--- config.mk ---
export PLATFORM = sky130hd
export DESIGN_NAME = ssp_top
export DESIGN_NICKNAME = d
export VERILOG_FILES = /design/src/include/ssp_pkg.sv /design/src/rtl/ssp_top.sv
export SDC_FILE = /design/constraint.sdc
export NUM_CORES = 1
export LEC_CHECK = 0
export ABC_AREA = 1
export BUFFER_PORTS_ARGS = -buffer_cell sky130_fd_sc_hd__buf_2
export CAP_MARGIN = 20
export CORE_MARGIN = 4
export CORE_UTILIZATION = 40
export CTS_CLUSTER_DIAMETER = 200
export DETAILED_ROUTE_END_ITERATION = 6
export GPL_ROUTABILITY_DRIVEN = 0
export HOLD_SLACK_MARGIN = 0.1
export REMOVE_ABC_BUFFERS = 1
export SLEW_MARGIN = 20
export SYNTH_ARGS = -nofsm -noshare
export SYNTH_HDL_FRONTEND = slang
export SYNTH_SLANG_ARGS = --single-unit
--- constraint.sdc ---
create_clock -name pclk -period 3.5 [get_ports pclk]
set_input_delay 0 -clock pclk [delete_from_list [all_inputs] [get_ports pclk]]
set_output_delay 0 -clock pclk [all_outputs]
set_load 0.02 [all_outputs]
--- src/include/ssp_pkg.sv ---
// Constants, field layouts and types of the synchronous serial port.
// Assumes an APB slave decode on a 16-bit byte address space.
package ssp_pkg;
    // Bus geometry and register frame
    localparam int ADDR_W = 16;
    localparam logic [15:0] FRAME_BASE = 16'h7040;
    localparam logic [5:0] OFS_CTRL = 6'h00;
    localparam logic [5:0] OFS_LEN = 6'h04;
    localparam logic [5:0] OFS_RATE = 6'h08;
    localparam logic [5:0] OFS_TXLO = 6'h0C;
    localparam logic [5:0] OFS_TXHI = 6'h10;
    localparam logic [5:0] OFS_RXLO = 6'h14;
    localparam logic [5:0] OFS_RXHI = 6'h18;
    localparam logic [5:0] OFS_STAT = 6'h1C;
    localparam logic [5:0] OFS_MASK = 6'h20;

    // Reset values
    localparam logic [7:0] CTRL_RST = 8'h00;
    localparam logic [3:0] LEN_RST = 4'h7;
    localparam logic [6:0] RATE_RST = 7'h00;
    localparam logic [1:0] MASK_RST = 2'h0;

    // Status and mask bit positions
    localparam int STAT_RX_BIT = 0;
    localparam int STAT_TX_BIT = 1;
    localparam int STAT_BUSY_BIT = 2;

    // Fastest rate: processor clock in MHz over top rate in kbit/s
    localparam int PROC_CLK_MHZ = 30;
    localparam int MAX_KBPS = 7500;
    localparam int HALF_MIN = PROC_CLK_MHZ * 1000 / MAX_KBPS / 2;

    // Control register layout, bit 0 at the bottom
    typedef struct packed {
        logic [2:0] rsvd;
        logic tx_en;
        logic phase;
        logic pol;
        logic master;
        logic enable;
    } ssp_ctrl_t;

    // Master shift engine states
    typedef enum logic [1:0] {
        ST_IDLE = 2'b01,
        ST_SHIFT = 2'b10
    } ssp_state_t;
endpackage

--- src/rtl/ssp_top.sv ---
// Synchronous serial port: APB register file, master clock engine,
// shared shift logic for master and slave, sticky interrupt flags.
// Assumes pins are resolved outside from the out and oe signals.
//
// The register addresses and register access over APB are this design's own decisions.
`timescale 1ns/1ps

// What this block does
// - Word length is programmable from one to sixteen bits.
// - Master drives the shift clock; slave takes it from outside.
// - 125 rate settings, fastest is processor clock over four.
// - Polarity and phase bits pick one of four clocking schemes.
// - Falling scheme, no delay: change on falling, sample on rising.
// - Falling scheme, delay: bit set half cycle early, sample falling.
// - Rising scheme, no delay: idle low, change rising, sample falling.
// - Rising scheme, delay: idle low, bit early, sample rising edge.
// - Receive and transmit together; transmit can be switched off.
// - Done flags for transmit and receive, polled or by interrupt.
// - Nine registers in a frame based at 7040h.
// - Contents in bits 7 to 0; upper bits read zero, writes ignored.
// - Data lines change direction between master and slave.
// - Slave never drives its output while transmit enable is off.
// - Unused port releases all four pins for general use.
// - Port enable is cleared at reset; port idles until set.
module ssp_top #(
    parameter int RATE_STEPS = 125
) (
    // Clock and reset
    input wire logic pclk,
    input wire logic presetn,
    // APB slave
    input wire logic psel,
    input wire logic penable,
    input wire logic pwrite,
    input wire logic [ssp_pkg::ADDR_W-1:0] paddr,
    input wire logic [31:0] pwdata,
    output logic [31:0] prdata,
    output logic pready,
    output logic pslverr,
    // Interrupt
    output logic irq,
    // Serial pins
    input wire logic serial_shift_clock_in,
    output logic serial_shift_clock_out,
    output logic serial_shift_clock_oe,
    input wire logic slave_in_master_out_in,
    output logic slave_in_master_out_out,
    output logic slave_in_master_out_oe,
    input wire logic slave_out_master_in_in,
    output logic slave_out_master_in_out,
    output logic slave_out_master_in_oe,
    input wire logic slave_transmit_enable_n,
    // Pin mux: low hands pins to general-purpose use
    output logic port_in_use
);
    import ssp_pkg::*;

    // Refuse a rate table that the 7-bit setting cannot hold
    if (RATE_STEPS < 1 || RATE_STEPS > 128)
    begin : g_bad_rate
        $error("RATE_STEPS must lie in 1 to 128");
    end

    // Address hit on one register of the frame
    function automatic logic hit(input logic [15:0] a, input logic [5:0] o);
        return a == (FRAME_BASE + {10'h000, o});
    endfunction

    // Left-align a word so its first bit sits at bit 15
    function automatic logic [15:0] align(input logic [15:0] w,
                                          input logic [3:0] lm1);
        return w << (4'hF - lm1);
    endfunction

    ssp_ctrl_t ctrl;
    logic [3:0] len_m1;
    logic [6:0] rate;
    logic [15:0] tx_data;
    logic [15:0] rx_data;
    logic [1:0] status;
    logic [1:0] mask;
    logic [1:0] stat_cap;
    logic [7:0] rd_byte;
    logic mapped;
    logic setup;
    logic access;
    logic wr;
    ssp_state_t state;
    logic busy;
    logic [7:0] half_cnt;
    logic [7:0] half_len;
    logic [6:0] rate_eff;
    logic [4:0] edge_cnt;
    logic [4:0] edge_last;
    logic sclk_lvl;
    logic [15:0] tx_sr;
    logic [15:0] rx_sr;
    logic [3:0] bit_cnt;
    logic out_bit;
    logic [1:0] sclk_s;
    logic [1:0] simo_s;
    logic [1:0] somi_s;
    logic [1:0] ste_s;
    logic sclk_prev;
    logic ste_prev;
    logic master_on;
    logic slave_on;
    logic tick;
    logic m_lead;
    logic m_trail;
    logic s_edge;
    logic lead;
    logic trail;
    logic sample;
    logic present;
    logic start;
    logic tx_load;
    logic slave_begin;
    logic din;
    logic word_done;
    logic [15:0] next_word;
    logic m_samp_d;

    // Two-stage synchronisers on every pin input
    always_ff @(posedge pclk or negedge presetn)
    begin
        if (!presetn)
        begin
            sclk_s <= 2'h0;
            simo_s <= 2'h0;
            somi_s <= 2'h0;
            ste_s <= 2'h3;
        end
        else
        begin
            sclk_s <= {sclk_s[0], serial_shift_clock_in};
            simo_s <= {simo_s[0], slave_in_master_out_in};
            somi_s <= {somi_s[0], slave_out_master_in_in};
            ste_s <= {ste_s[0], slave_transmit_enable_n};
        end
    end

    // Previous synchronised levels for edge finding
    always_ff @(posedge pclk or negedge presetn)
    begin
        if (!presetn)
        begin
            sclk_prev <= 1'b0;
            ste_prev <= 1'b1;
        end
        else
        begin
            sclk_prev <= sclk_s[1];
            ste_prev <= ste_s[1];
        end
    end

    // APB phases and frame decode
    assign setup = psel & ~penable;
    assign access = psel & penable;
    assign wr = access & pwrite;
    assign pready = 1'b1;
    assign mapped = hit(paddr, OFS_CTRL) | hit(paddr, OFS_LEN) |
                    hit(paddr, OFS_RATE) | hit(paddr, OFS_TXLO) |
                    hit(paddr, OFS_TXHI) | hit(paddr, OFS_RXLO) |
                    hit(paddr, OFS_RXHI) | hit(paddr, OFS_STAT) |
                    hit(paddr, OFS_MASK);

    // Read multiplexer, one byte per register
    always_comb
    begin
        rd_byte = 8'h00;
        if (hit(paddr, OFS_CTRL))
            rd_byte = ctrl;
        else if (hit(paddr, OFS_LEN))
            rd_byte = {4'h0, len_m1};
        else if (hit(paddr, OFS_RATE))
            rd_byte = {1'b0, rate};
        else if (hit(paddr, OFS_TXLO))
            rd_byte = tx_data[7:0];
        else if (hit(paddr, OFS_TXHI))
            rd_byte = tx_data[15:8];
        else if (hit(paddr, OFS_RXLO))
            rd_byte = rx_data[7:0];
        else if (hit(paddr, OFS_RXHI))
            rd_byte = rx_data[15:8];
        else if (hit(paddr, OFS_STAT))
            rd_byte = {5'h00, busy, status};
        else if (hit(paddr, OFS_MASK))
            rd_byte = {6'h00, mask};
    end

    // Read data and error are captured in the setup cycle
    always_ff @(posedge pclk or negedge presetn)
    begin
        if (!presetn)
        begin
            prdata <= 32'h0000_0000;
            pslverr <= 1'b0;
            stat_cap <= 2'h0;
        end
        else if (setup)
        begin
            prdata <= {24'h00_0000, rd_byte};
            pslverr <= ~mapped;
            stat_cap <= (!pwrite && hit(paddr, OFS_STAT)) ? status : 2'h0;
        end
    end

    // Software-written registers; only the low byte is kept
    always_ff @(posedge pclk or negedge presetn)
    begin
        if (!presetn)
        begin
            ctrl <= CTRL_RST;
            len_m1 <= LEN_RST;
            rate <= RATE_RST;
            mask <= MASK_RST;
            tx_data <= 16'h0000;
        end
        else if (wr)
        begin
            if (hit(paddr, OFS_CTRL))
                ctrl <= {3'h0, pwdata[4:0]};
            if (hit(paddr, OFS_LEN))
                len_m1 <= pwdata[3:0];
            if (hit(paddr, OFS_RATE))
                rate <= pwdata[6:0];
            if (hit(paddr, OFS_MASK))
                mask <= pwdata[1:0];
            if (hit(paddr, OFS_TXLO))
                tx_data[7:0] <= pwdata[7:0];
            if (hit(paddr, OFS_TXHI))
                tx_data[15:8] <= pwdata[7:0];
        end
    end

    // Rate: half bit lasts HALF_MIN times setting plus one cycles
    assign rate_eff = (rate > 7'(RATE_STEPS - 1)) ? 7'(RATE_STEPS - 1) : rate;
    assign half_len = 8'({1'b0, rate_eff} + 8'h01) * 8'(HALF_MIN);

    // Role and edge events, master and slave alike
    assign master_on = ctrl.enable & ctrl.master;
    assign slave_on = ctrl.enable & ~ctrl.master & ~ste_s[1];
    assign busy = (state == ST_SHIFT);
    assign tick = busy && (half_cnt == half_len - 8'h01);
    assign m_lead = tick & (sclk_lvl == ctrl.pol);
    assign m_trail = tick & (sclk_lvl != ctrl.pol);
    assign s_edge = slave_on & (sclk_s[1] != sclk_prev);
    assign lead = m_lead | (s_edge & (sclk_s[1] != ctrl.pol));
    assign trail = m_trail | (s_edge & (sclk_s[1] == ctrl.pol));
    assign sample = m_samp_d |
                    (~ctrl.master & (ctrl.phase ? lead : trail));
    assign present = ctrl.phase ? trail : lead;
    assign tx_load = wr & hit(paddr, OFS_TXLO) & ~busy & ~m_samp_d;
    assign start = tx_load & master_on;
    assign slave_begin = ctrl.enable & ~ctrl.master & ste_prev & ~ste_s[1];
    assign din = ctrl.master ? somi_s[1] : simo_s[1];
    assign word_done = sample & (bit_cnt == len_m1);
    assign next_word = align({tx_data[15:8], pwdata[7:0]}, len_m1);
    assign edge_last = {len_m1, 1'b1};

    // Master samples one cycle after its own edge, so the synchronised
    // input has caught up with a bit changed at the opposite edge
    always_ff @(posedge pclk or negedge presetn)
    begin
        if (!presetn)
            m_samp_d <= 1'b0;
        else
            m_samp_d <= busy & (ctrl.phase ? m_lead : m_trail);
    end

    // Master engine state
    always_ff @(posedge pclk or negedge presetn)
    begin
        if (!presetn)
            state <= ST_IDLE;
        else
            unique case (state)
                ST_IDLE:
                    if (start)
                        state <= ST_SHIFT;
                ST_SHIFT:
                    if (!master_on || (tick && edge_cnt == edge_last))
                        state <= ST_IDLE;
            endcase
    end

    // Half-period and edge counters
    always_ff @(posedge pclk or negedge presetn)
    begin
        if (!presetn)
        begin
            half_cnt <= 8'h00;
            edge_cnt <= 5'h00;
        end
        else
        begin
            half_cnt <= (!busy || tick) ? 8'h00 : half_cnt + 8'h01;
            if (!busy)
                edge_cnt <= 5'h00;
            else if (tick)
                edge_cnt <= edge_cnt + 5'h01;
        end
    end

    // Shift clock level: idle at polarity, toggles each half bit
    always_ff @(posedge pclk or negedge presetn)
    begin
        if (!presetn)
            sclk_lvl <= 1'b0;
        else if (!busy)
            sclk_lvl <= ctrl.pol;
        else if (tick)
            sclk_lvl <= ~sclk_lvl;
    end

    // Transmit shifter; delayed phase shows the first bit early
    always_ff @(posedge pclk or negedge presetn)
    begin
        if (!presetn)
        begin
            tx_sr <= 16'h0000;
            out_bit <= 1'b0;
        end
        else if (start && ctrl.phase)
        begin
            out_bit <= next_word[15];
            tx_sr <= {next_word[14:0], 1'b0};
        end
        else if (tx_load)
            tx_sr <= next_word;
        else if (word_done && !ctrl.master)
            tx_sr <= align(tx_data, len_m1);
        else if (present || (slave_begin && ctrl.phase))
        begin
            out_bit <= tx_sr[15];
            tx_sr <= {tx_sr[14:0], 1'b0};
        end
    end

    // Receive shifter and bit counter
    always_ff @(posedge pclk or negedge presetn)
    begin
        if (!presetn)
        begin
            rx_sr <= 16'h0000;
            bit_cnt <= 4'h0;
        end
        else
        begin
            if (sample)
                rx_sr <= {rx_sr[14:0], din};
            if (!ctrl.enable || start || (!ctrl.master && ste_s[1]))
                bit_cnt <= 4'h0;
            else if (sample)
                bit_cnt <= word_done ? 4'h0 : bit_cnt + 4'h1;
        end
    end

    // Received word, masked to the programmed length
    always_ff @(posedge pclk or negedge presetn)
    begin
        if (!presetn)
            rx_data <= 16'h0000;
        else if (word_done)
            rx_data <= {rx_sr[14:0], din} & (16'hFFFF >> (4'hF - len_m1));
    end

    // Sticky flags: set wins over the read that clears them
    always_ff @(posedge pclk or negedge presetn)
    begin
        if (!presetn)
            status <= 2'h0;
        else
        begin
            status <= (status & ~(access ? stat_cap : 2'h0)) |
                      {word_done, word_done};
        end
    end

    // Interrupt line and pin drivers
    assign irq = |(status & mask);
    assign serial_shift_clock_out = sclk_lvl;
    assign serial_shift_clock_oe = master_on;
    assign slave_in_master_out_out = out_bit;
    assign slave_in_master_out_oe = master_on & ctrl.tx_en;
    assign slave_out_master_in_out = out_bit;
    assign slave_out_master_in_oe = slave_on & ctrl.tx_en;
    assign port_in_use = ctrl.enable;

    // Helper: leading edges made during one master word
    logic [4:0] lead_cnt;
    always_ff @(posedge pclk or negedge presetn)
    begin
        if (!presetn)
            lead_cnt <= 5'h00;
        else if (start)
            lead_cnt <= 5'h00;
        else if (m_lead)
            lead_cnt <= lead_cnt + 5'h01;
    end
endmodule

* Yosys cells after proc, flatten, opt, wreduce, memory -nomap -nowiden
Index checks and enable logic that the tools add are counted. Widths: inputs -> output; s select.
Cells by class: bitwise logic cells 45, multiplexer cells 35, shifts and indexed selects 3, $lt $le $gt $ge 1, reduce and logical (&&, ||, !) cells 29, eq/ne operators 24, add/subtract/negate cells 6
Operators by type and width (count):
- $eq 16x15->1 const B | 9
- $mux 16 | 4
- $mux 8 | 8
- $shl 16x4->16 | 2
- $and 1x1->1 | 22
- $and 16x16->16 | 1
- $shr 16x4->16 const A | 1
- $reduce_and 2->1 | 7
- $mux 4 | 3
- $or 1x1->1 | 11
- $mux 1 | 10
- $mux 2 | 5
- $mux 5 | 2
- $add 8x1->8 const B | 1
- $eq 8x8->1 | 1
- $sub 8x1->8 const B | 1
- $add 7x1->7 const B | 1
- $gt 7x7->1 const B | 1
- $logic_and 1x1->1 | 7
- $mux 7 | 1
- $not 1->1 | 7
- $ne 2x1->1 const B | 3
- $add 5x1->5 const B | 1
- $eq 5x5->1 | 1
- other kinds (19) | 33
Storage, ports and cells: word-level logic and storage cells 173, bits of input ports 57, output and inout port bits 42, register bits after elaboration 126

* Longest topological paths before layout
depth in word-level cells 16, mapped depth 29, mapped depth without buffers 27

* Least setup slack after synthesis
No wires, ideal clock.
path type register -> register, start point register rate[3], end point register tx_sr[11], stages on the path, launching flop included 29, setup time 120 ps, data required time 3380 ps, clock period less this slack 2978 ps, arrival 2858 ps, setup slack 522 ps, path through dfrtp_1 buf_4 nand2_1 nor2_2 nand2_4 nand2_2 inv_1 ha_1 nand2_1 inv_2 nand3_1 nand2_1 inv_1 nand2_1 nor2_1 nand2_1 nand3_1 nand2_1 nor2_2 nand4_1 nand3_1 nand3_2 nand2_4 nand3_4 nand3_4 buf_6 nand2_1 inv_2 a21oi_2
Between the ends: longest elaborated chain between the ends 16
RTL lines:
- start, declared | RTL line ssp_top.sv:77 | logic [6:0] rate;
- start signal, assigned | RTL line ssp_top.sv:228 | rate <= pwdata[6:0];
- $gt 7x7->1 | RTL line ssp_top.sv:239 | assign rate_eff = (rate > 7'(RATE_STEPS - 1)) ? 7'(RATE_STEPS - 1) : rate;
- $mux 7 (*) | RTL line ssp_top.sv:239
- $add 7x1->7 (*) | RTL line ssp_top.sv:240 | assign half_len = 8'({1'b0, rate_eff} + 8'h01) * 8'(HALF_MIN);
- $sub 8x1->8 (*) | RTL line ssp_top.sv:246 | assign tick = busy && (half_cnt == half_len - 8'h01);
- $eq 8x8->1 (*) | RTL line ssp_top.sv:246
- $logic_and 1x1->1 (*) | RTL line ssp_top.sv:246
- $and 1x1->1 (on tied branches) | RTL line ssp_top.sv:248, ssp_top.sv:247
- $or 1x1->1 (on tied branches) | RTL line ssp_top.sv:251, ssp_top.sv:250
- $mux 1 | RTL line ssp_top.sv:253 | (~ctrl.master & (ctrl.phase ? lead : trail));
- $and 1x1->1 | RTL line ssp_top.sv:253
- $or 1x1->1 | RTL line ssp_top.sv:252 | assign sample = m_samp_d |
- $and 1x1->1 | RTL line ssp_top.sv:259 | assign word_done = sample & (bit_cnt == len_m1);
- $logic_and 1x1->1 | RTL line ssp_top.sv:333 | else if (word_done && !ctrl.master)
- $mux 16 | RTL line ssp_top.sv:333
- $mux 16 | RTL line ssp_top.sv:331 | else if (tx_load)
- $mux 16 | RTL line ssp_top.sv:326 | else if (start && ctrl.phase)
- end signal, assigned | RTL line ssp_top.sv:329 | tx_sr <= {next_word[14:0], 1'b0};
- end signal, assigned | RTL line ssp_top.sv:332 | tx_sr <= next_word;
- end signal, assigned | RTL line ssp_top.sv:334 | tx_sr <= align(tx_data, len_m1);
- end, declared | RTL line ssp_top.sv:96 | logic [15:0] tx_sr;
Mark *: on every way between the ends. The rest lies on a longest branch, timed or not. A chain may end at the register's enable or synchronous reset.

* Worst setup path after layout
start point register rate[5], end point register bit_cnt[1]
Between the ends: longest elaborated chain between the ends 15
RTL lines:
- $gt 7x7->1 | RTL line ssp_top.sv:239
- $mux 7 (*) | RTL line ssp_top.sv:239
- $add 7x1->7 (*) | RTL line ssp_top.sv:240
- $sub 8x1->8 (*) | RTL line ssp_top.sv:246
- $eq 8x8->1 (*) | RTL line ssp_top.sv:246
- $logic_and 1x1->1 (*) | RTL line ssp_top.sv:246
- $and 1x1->1 (on tied branches) | RTL line ssp_top.sv:248, ssp_top.sv:247
- $or 1x1->1 (on tied branches) | RTL line ssp_top.sv:251, ssp_top.sv:250
- $mux 1 (*) | RTL line ssp_top.sv:253
- $and 1x1->1 (*) | RTL line ssp_top.sv:253
- $or 1x1->1 (*) | RTL line ssp_top.sv:252
- $and 1x1->1 | RTL line ssp_top.sv:259
- $mux 4 | RTL line ssp_top.sv:357 | bit_cnt <= word_done ? 4'h0 : bit_cnt + 4'h1;
- $mux 4 | RTL line ssp_top.sv:356 | else if (sample)
- $mux 4 | RTL line ssp_top.sv:354 | if (!ctrl.enable || start || (!ctrl.master && ste_s[1]))
- end signal, assigned | RTL line ssp_top.sv:357
- end, declared | RTL line ssp_top.sv:98 | logic [3:0] bit_cnt;
Mark *: on every way between the ends. The rest lies on a longest branch, timed or not. The select of a mux whose other input is x is not followed.

==> qor.csv <==
stage,metric,value,unit
routing,first_pass_iters,5,
layout,fillerInstances,2003,
hold_path,hp-class,input pin to flip-flop,
clock_tree,clkTransAtPathRegs,0.06,ns
power_and_ir_drop,power_leakage,4.486,nW
clock_tree,cts_buffer_depth,2,
die,dieArea,22300,µm²
layout,fin_nets,1274,
global_route,antenna_found_initial,0,
global_route,gr-total-overflow,0,
power_and_ir_drop,clkPwrFrac,0.520,
global_route,grt_max_degree,68,
layout,utilization,0.4808,
power_and_ir_drop,cellPowerDensity,359.1,nW/µm²
logic_synthesis,synth-seq-cells,126,
global_route,groute.usage.overall,0.2137,
run_status,status,finished clean,
critical_path,critPathMaxFanout,15,
layout,antennaDiodeCount,0,
layout,layout-drive-gt1-share,0.1405,
layout,final_common_cell,nand2_1,
routing,drc,0,
timing,finalSetupViolations,0,
timing,max_freq,311.3,MHz
timing,worst_pin_slew,0.7496,ns
global_route,grt_pass1_vias,7217,
logic_synthesis,synthCells,1132,
timing,post-route-period-util,0.9178,
die,core_area,19530,µm²
die,die_h,149.3,µm
power_and_ir_drop,combPwrFrac,0.044,
die,num_rows,51,
global_route,grt_pass1_wl,37.38,mm
timing,fin_ws,0.2878,ns
power_and_ir_drop,ir_worst_vdd,0.2821,mV
critical_path,worstSetupPathType,flip-flop to flip-flop,
timing,drv_slew,0,
timing,fin_worst_skew,0.008849,ns
power_and_ir_drop,power,0.003371,W
clock_tree,cts-root-buf,clkbuf_16,
layout,layout_common_cells,"277 x nand2_1, 148 x inv_1, 135 x o21ai_0",
power_and_ir_drop,internal_power,0.002553,W
logic_synthesis,avgSynthCellArea,7.057,µm²
routing,vias,7665,
routing,drtIter0Drc,589,
clock_tree,cts_tree,built,
routing,viasPerCell,5.148,
place,dp_slack,0.1971,ns
logic_synthesis,synth-seq-area-share,0.3958,
logic_synthesis,synthArstFlopShare,1.000,
place,port-buffer-count,49,
layout,syn_to_final_growth,17.51,%
logic_synthesis,synth_enable_flop_cells,0,
clock_tree,clock_latency,0.42,ns
routing,antenna_violating_nets_post_route,0,
clock_tree,cts.sinks,126,
clock_tree,cts_buffers,17,
logic_synthesis,synthFlopType,dfrtp_1,
clock_tree,cts.htree.levels,4,
place,place_hpwl,17.12,mm
die,initial_core_util,0.4091,
timing,relSlewSlack,0.5003,
die,die_w,149.3,µm
routing,wl_per_cell,15.77,µm
critical_path,worst_setup_path_start_kind,flip-flop,
die,num_io_pins,99,
logic_synthesis,synth_area,7989,µm²
power_and_ir_drop,seqPwrFrac,0.437,
logic_synthesis,ys.warnings.count,0,
logic_synthesis,yosysUniqueCellTypes,53,
critical_path,critical_path_arrival,3.55,ns
power_and_ir_drop,switchingPower,0.0008179,W
critical_path,worstSetupEndpointType,flip-flop,
critical_path,worst_ep_required_time,3.84,ns
timing,min_period,3.212,ns
timing,hold_viol,0,
routing,routed_wl,23.48,mm
power_and_ir_drop,p_sw_frac,0.2426,
run,max_cap_viol_count,0,
-- routing by layer --
metal | vias to the layer above | wire length (µm) | GRT usage
met1 | 3576 | 10560 | 0.2942
li1 | 3806 | - | -
met2 | 259 | 11010 | 0.3431
met4 | 0 | 319 | 0.05904
met5 | - | 0 | 0
met3 | 24 | 1589 | 0.04467
-- layout make-up --
class | instances | area (µm²) | share of cell area
Clock buffer | 17 | 425.4 | 0.04532
Clock inverter | 13 | 143.9 | 0.01533
Inverter | 170 | 639.4 | 0.06811
Multi-Input combinational cell | 793 | 3939 | 0.4196
Sequential cell | 126 | 3162 | 0.3368
Tap cell | 265 | 331.6 | 0.03532
Timing Repair Buffer | 105 | 747.0 | 0.07957
-- cell usage after synthesis (3+ instances only) --
library cell	instances	share of area
a211oi_1	4	0.0038
a21oi_1	35	0.022
a21oi_2	5	0.0055
a221oi_1	3	0.0033
a31oi_1	5	0.0039
buf_2	6	0.0038
buf_4	29	0.027
buf_6	3	0.0042
clkbuf_1	26	0.012
clkinv_1	12	0.0056
dfrtp_1	119	0.37
dfstp_2	7	0.023
ha_1	4	0.0063
inv_1	149	0.070
inv_2	9	0.0042
mux2i_1	4	0.0050
nand2_1	280	0.13
nand3_1	61	0.038
nand3_2	3	0.0038
nand3b_1	4	0.0038
nand4_1	27	0.021
nor2_1	93	0.044
nor2_2	4	0.0031
nor3_1	20	0.013
nor3_2	4	0.0050
nor4_1	4	0.0031
o2111ai_1	5	0.0055
o211ai_1	4	0.0038
o21ai_0	135	0.085
o221ai_1	6	0.0066
o22ai_1	14	0.011
or2_2	6	0.0047
xnor2_1	4	0.0044
xor2_1	11	0.012
-- logic make-up after synthesis --
kind of cell,synth area share
other cells,0.0009401
buf+inv,0.1289
compound gates,0.1630
simple gates,0.2836
mux,0.005012
fa+ha+maj,0.006265
flops,0.3958
xor+xnor,0.01644
-- registers in the layout, indices dropped and copies added (netlist names), 5 cells and up --
register / flops
half_cnt: 8
rx_data: 16
edge_cnt: 5
prdata: 8
tx_data: 16
rx_sr: 15
tx_sr: 16
rate: 7
-- stage by stage --
step / hold WS, ns / std cells / area, µm² / TNS, ns
final: 0.1090 / 1489 / 9388 / 0
after global routing: 0.1887 / 1489 / 9388 / -0.4900
after CTS: 0.1019 / 1482 / 9274 / 0
after detailed placement: 0.04784 / 1432 / 8504 / 0
after global placement: 0.05111 / 1432 / 8504 / 0
after floorplan: -0.2956 / 1088 / 7684 / 0
-- worst max-delay path, cell delays in order, from the launching register on --
cell and delay [ns]:
dfrtp_1 0.36, nand2_2 0.07, nor2_2 0.15, nand2_4 0.09, nand2_4 0.08, inv_1 0.04, ha_2 0.18, nand2_1 0.07
inv_2 0.06, nand3_1 0.08, nand2_2 0.09, nor3_1 0.18, nand2_1 0.08, nand2_1 0.10, nand3_1 0.08, nand2_1 0.08
nor2_2 0.05, nand4_1 0.15, nand3_2 0.12, nand3_4 0.15, nand2_4 0.11, buf_4 0.17, buf_12 0.14, or2_2 0.31
o21ai_0 0.16
-- power by group through the flow --
stage	clock [W]	sequential [W]	combinational, W
after global routing	0.00184	0.00147	0.000164
after floorplan	0	0.00150	0.0000545
after detailed placement	0	0.00150	0.000132
after CTS	0.00178	0.00147	0.000148
final	0.00175	0.00147	0.000147
after global placement	0	0.00150	0.000131
-- worst paths after layout --
path                            from  depth (start not counted)  slack, ns          end
max                          rate[5]                         24       0.29   bit_cnt[1]
min                         paddr[4]                          6       0.11      mask[0]
max reg2reg                  rate[5]                         24       0.29   bit_cnt[1]
min reg2reg                somi_s[0]                          0       0.35    somi_s[1]
max in group asynchronous    presetn                          3       2.40   rx_data[5]
min in group asynchronous    presetn                          2       0.16  half_cnt[2]
-- timing repair --
item | CTS | global route
hold endpoints to repair | 105 | 0
setup buffers | 0 | 6
hold buffers | 20 | 0
endpoints found under the setup margin | 0 | 49
resized for setup | 0 | 16
(Power assumes the default switching activity.)
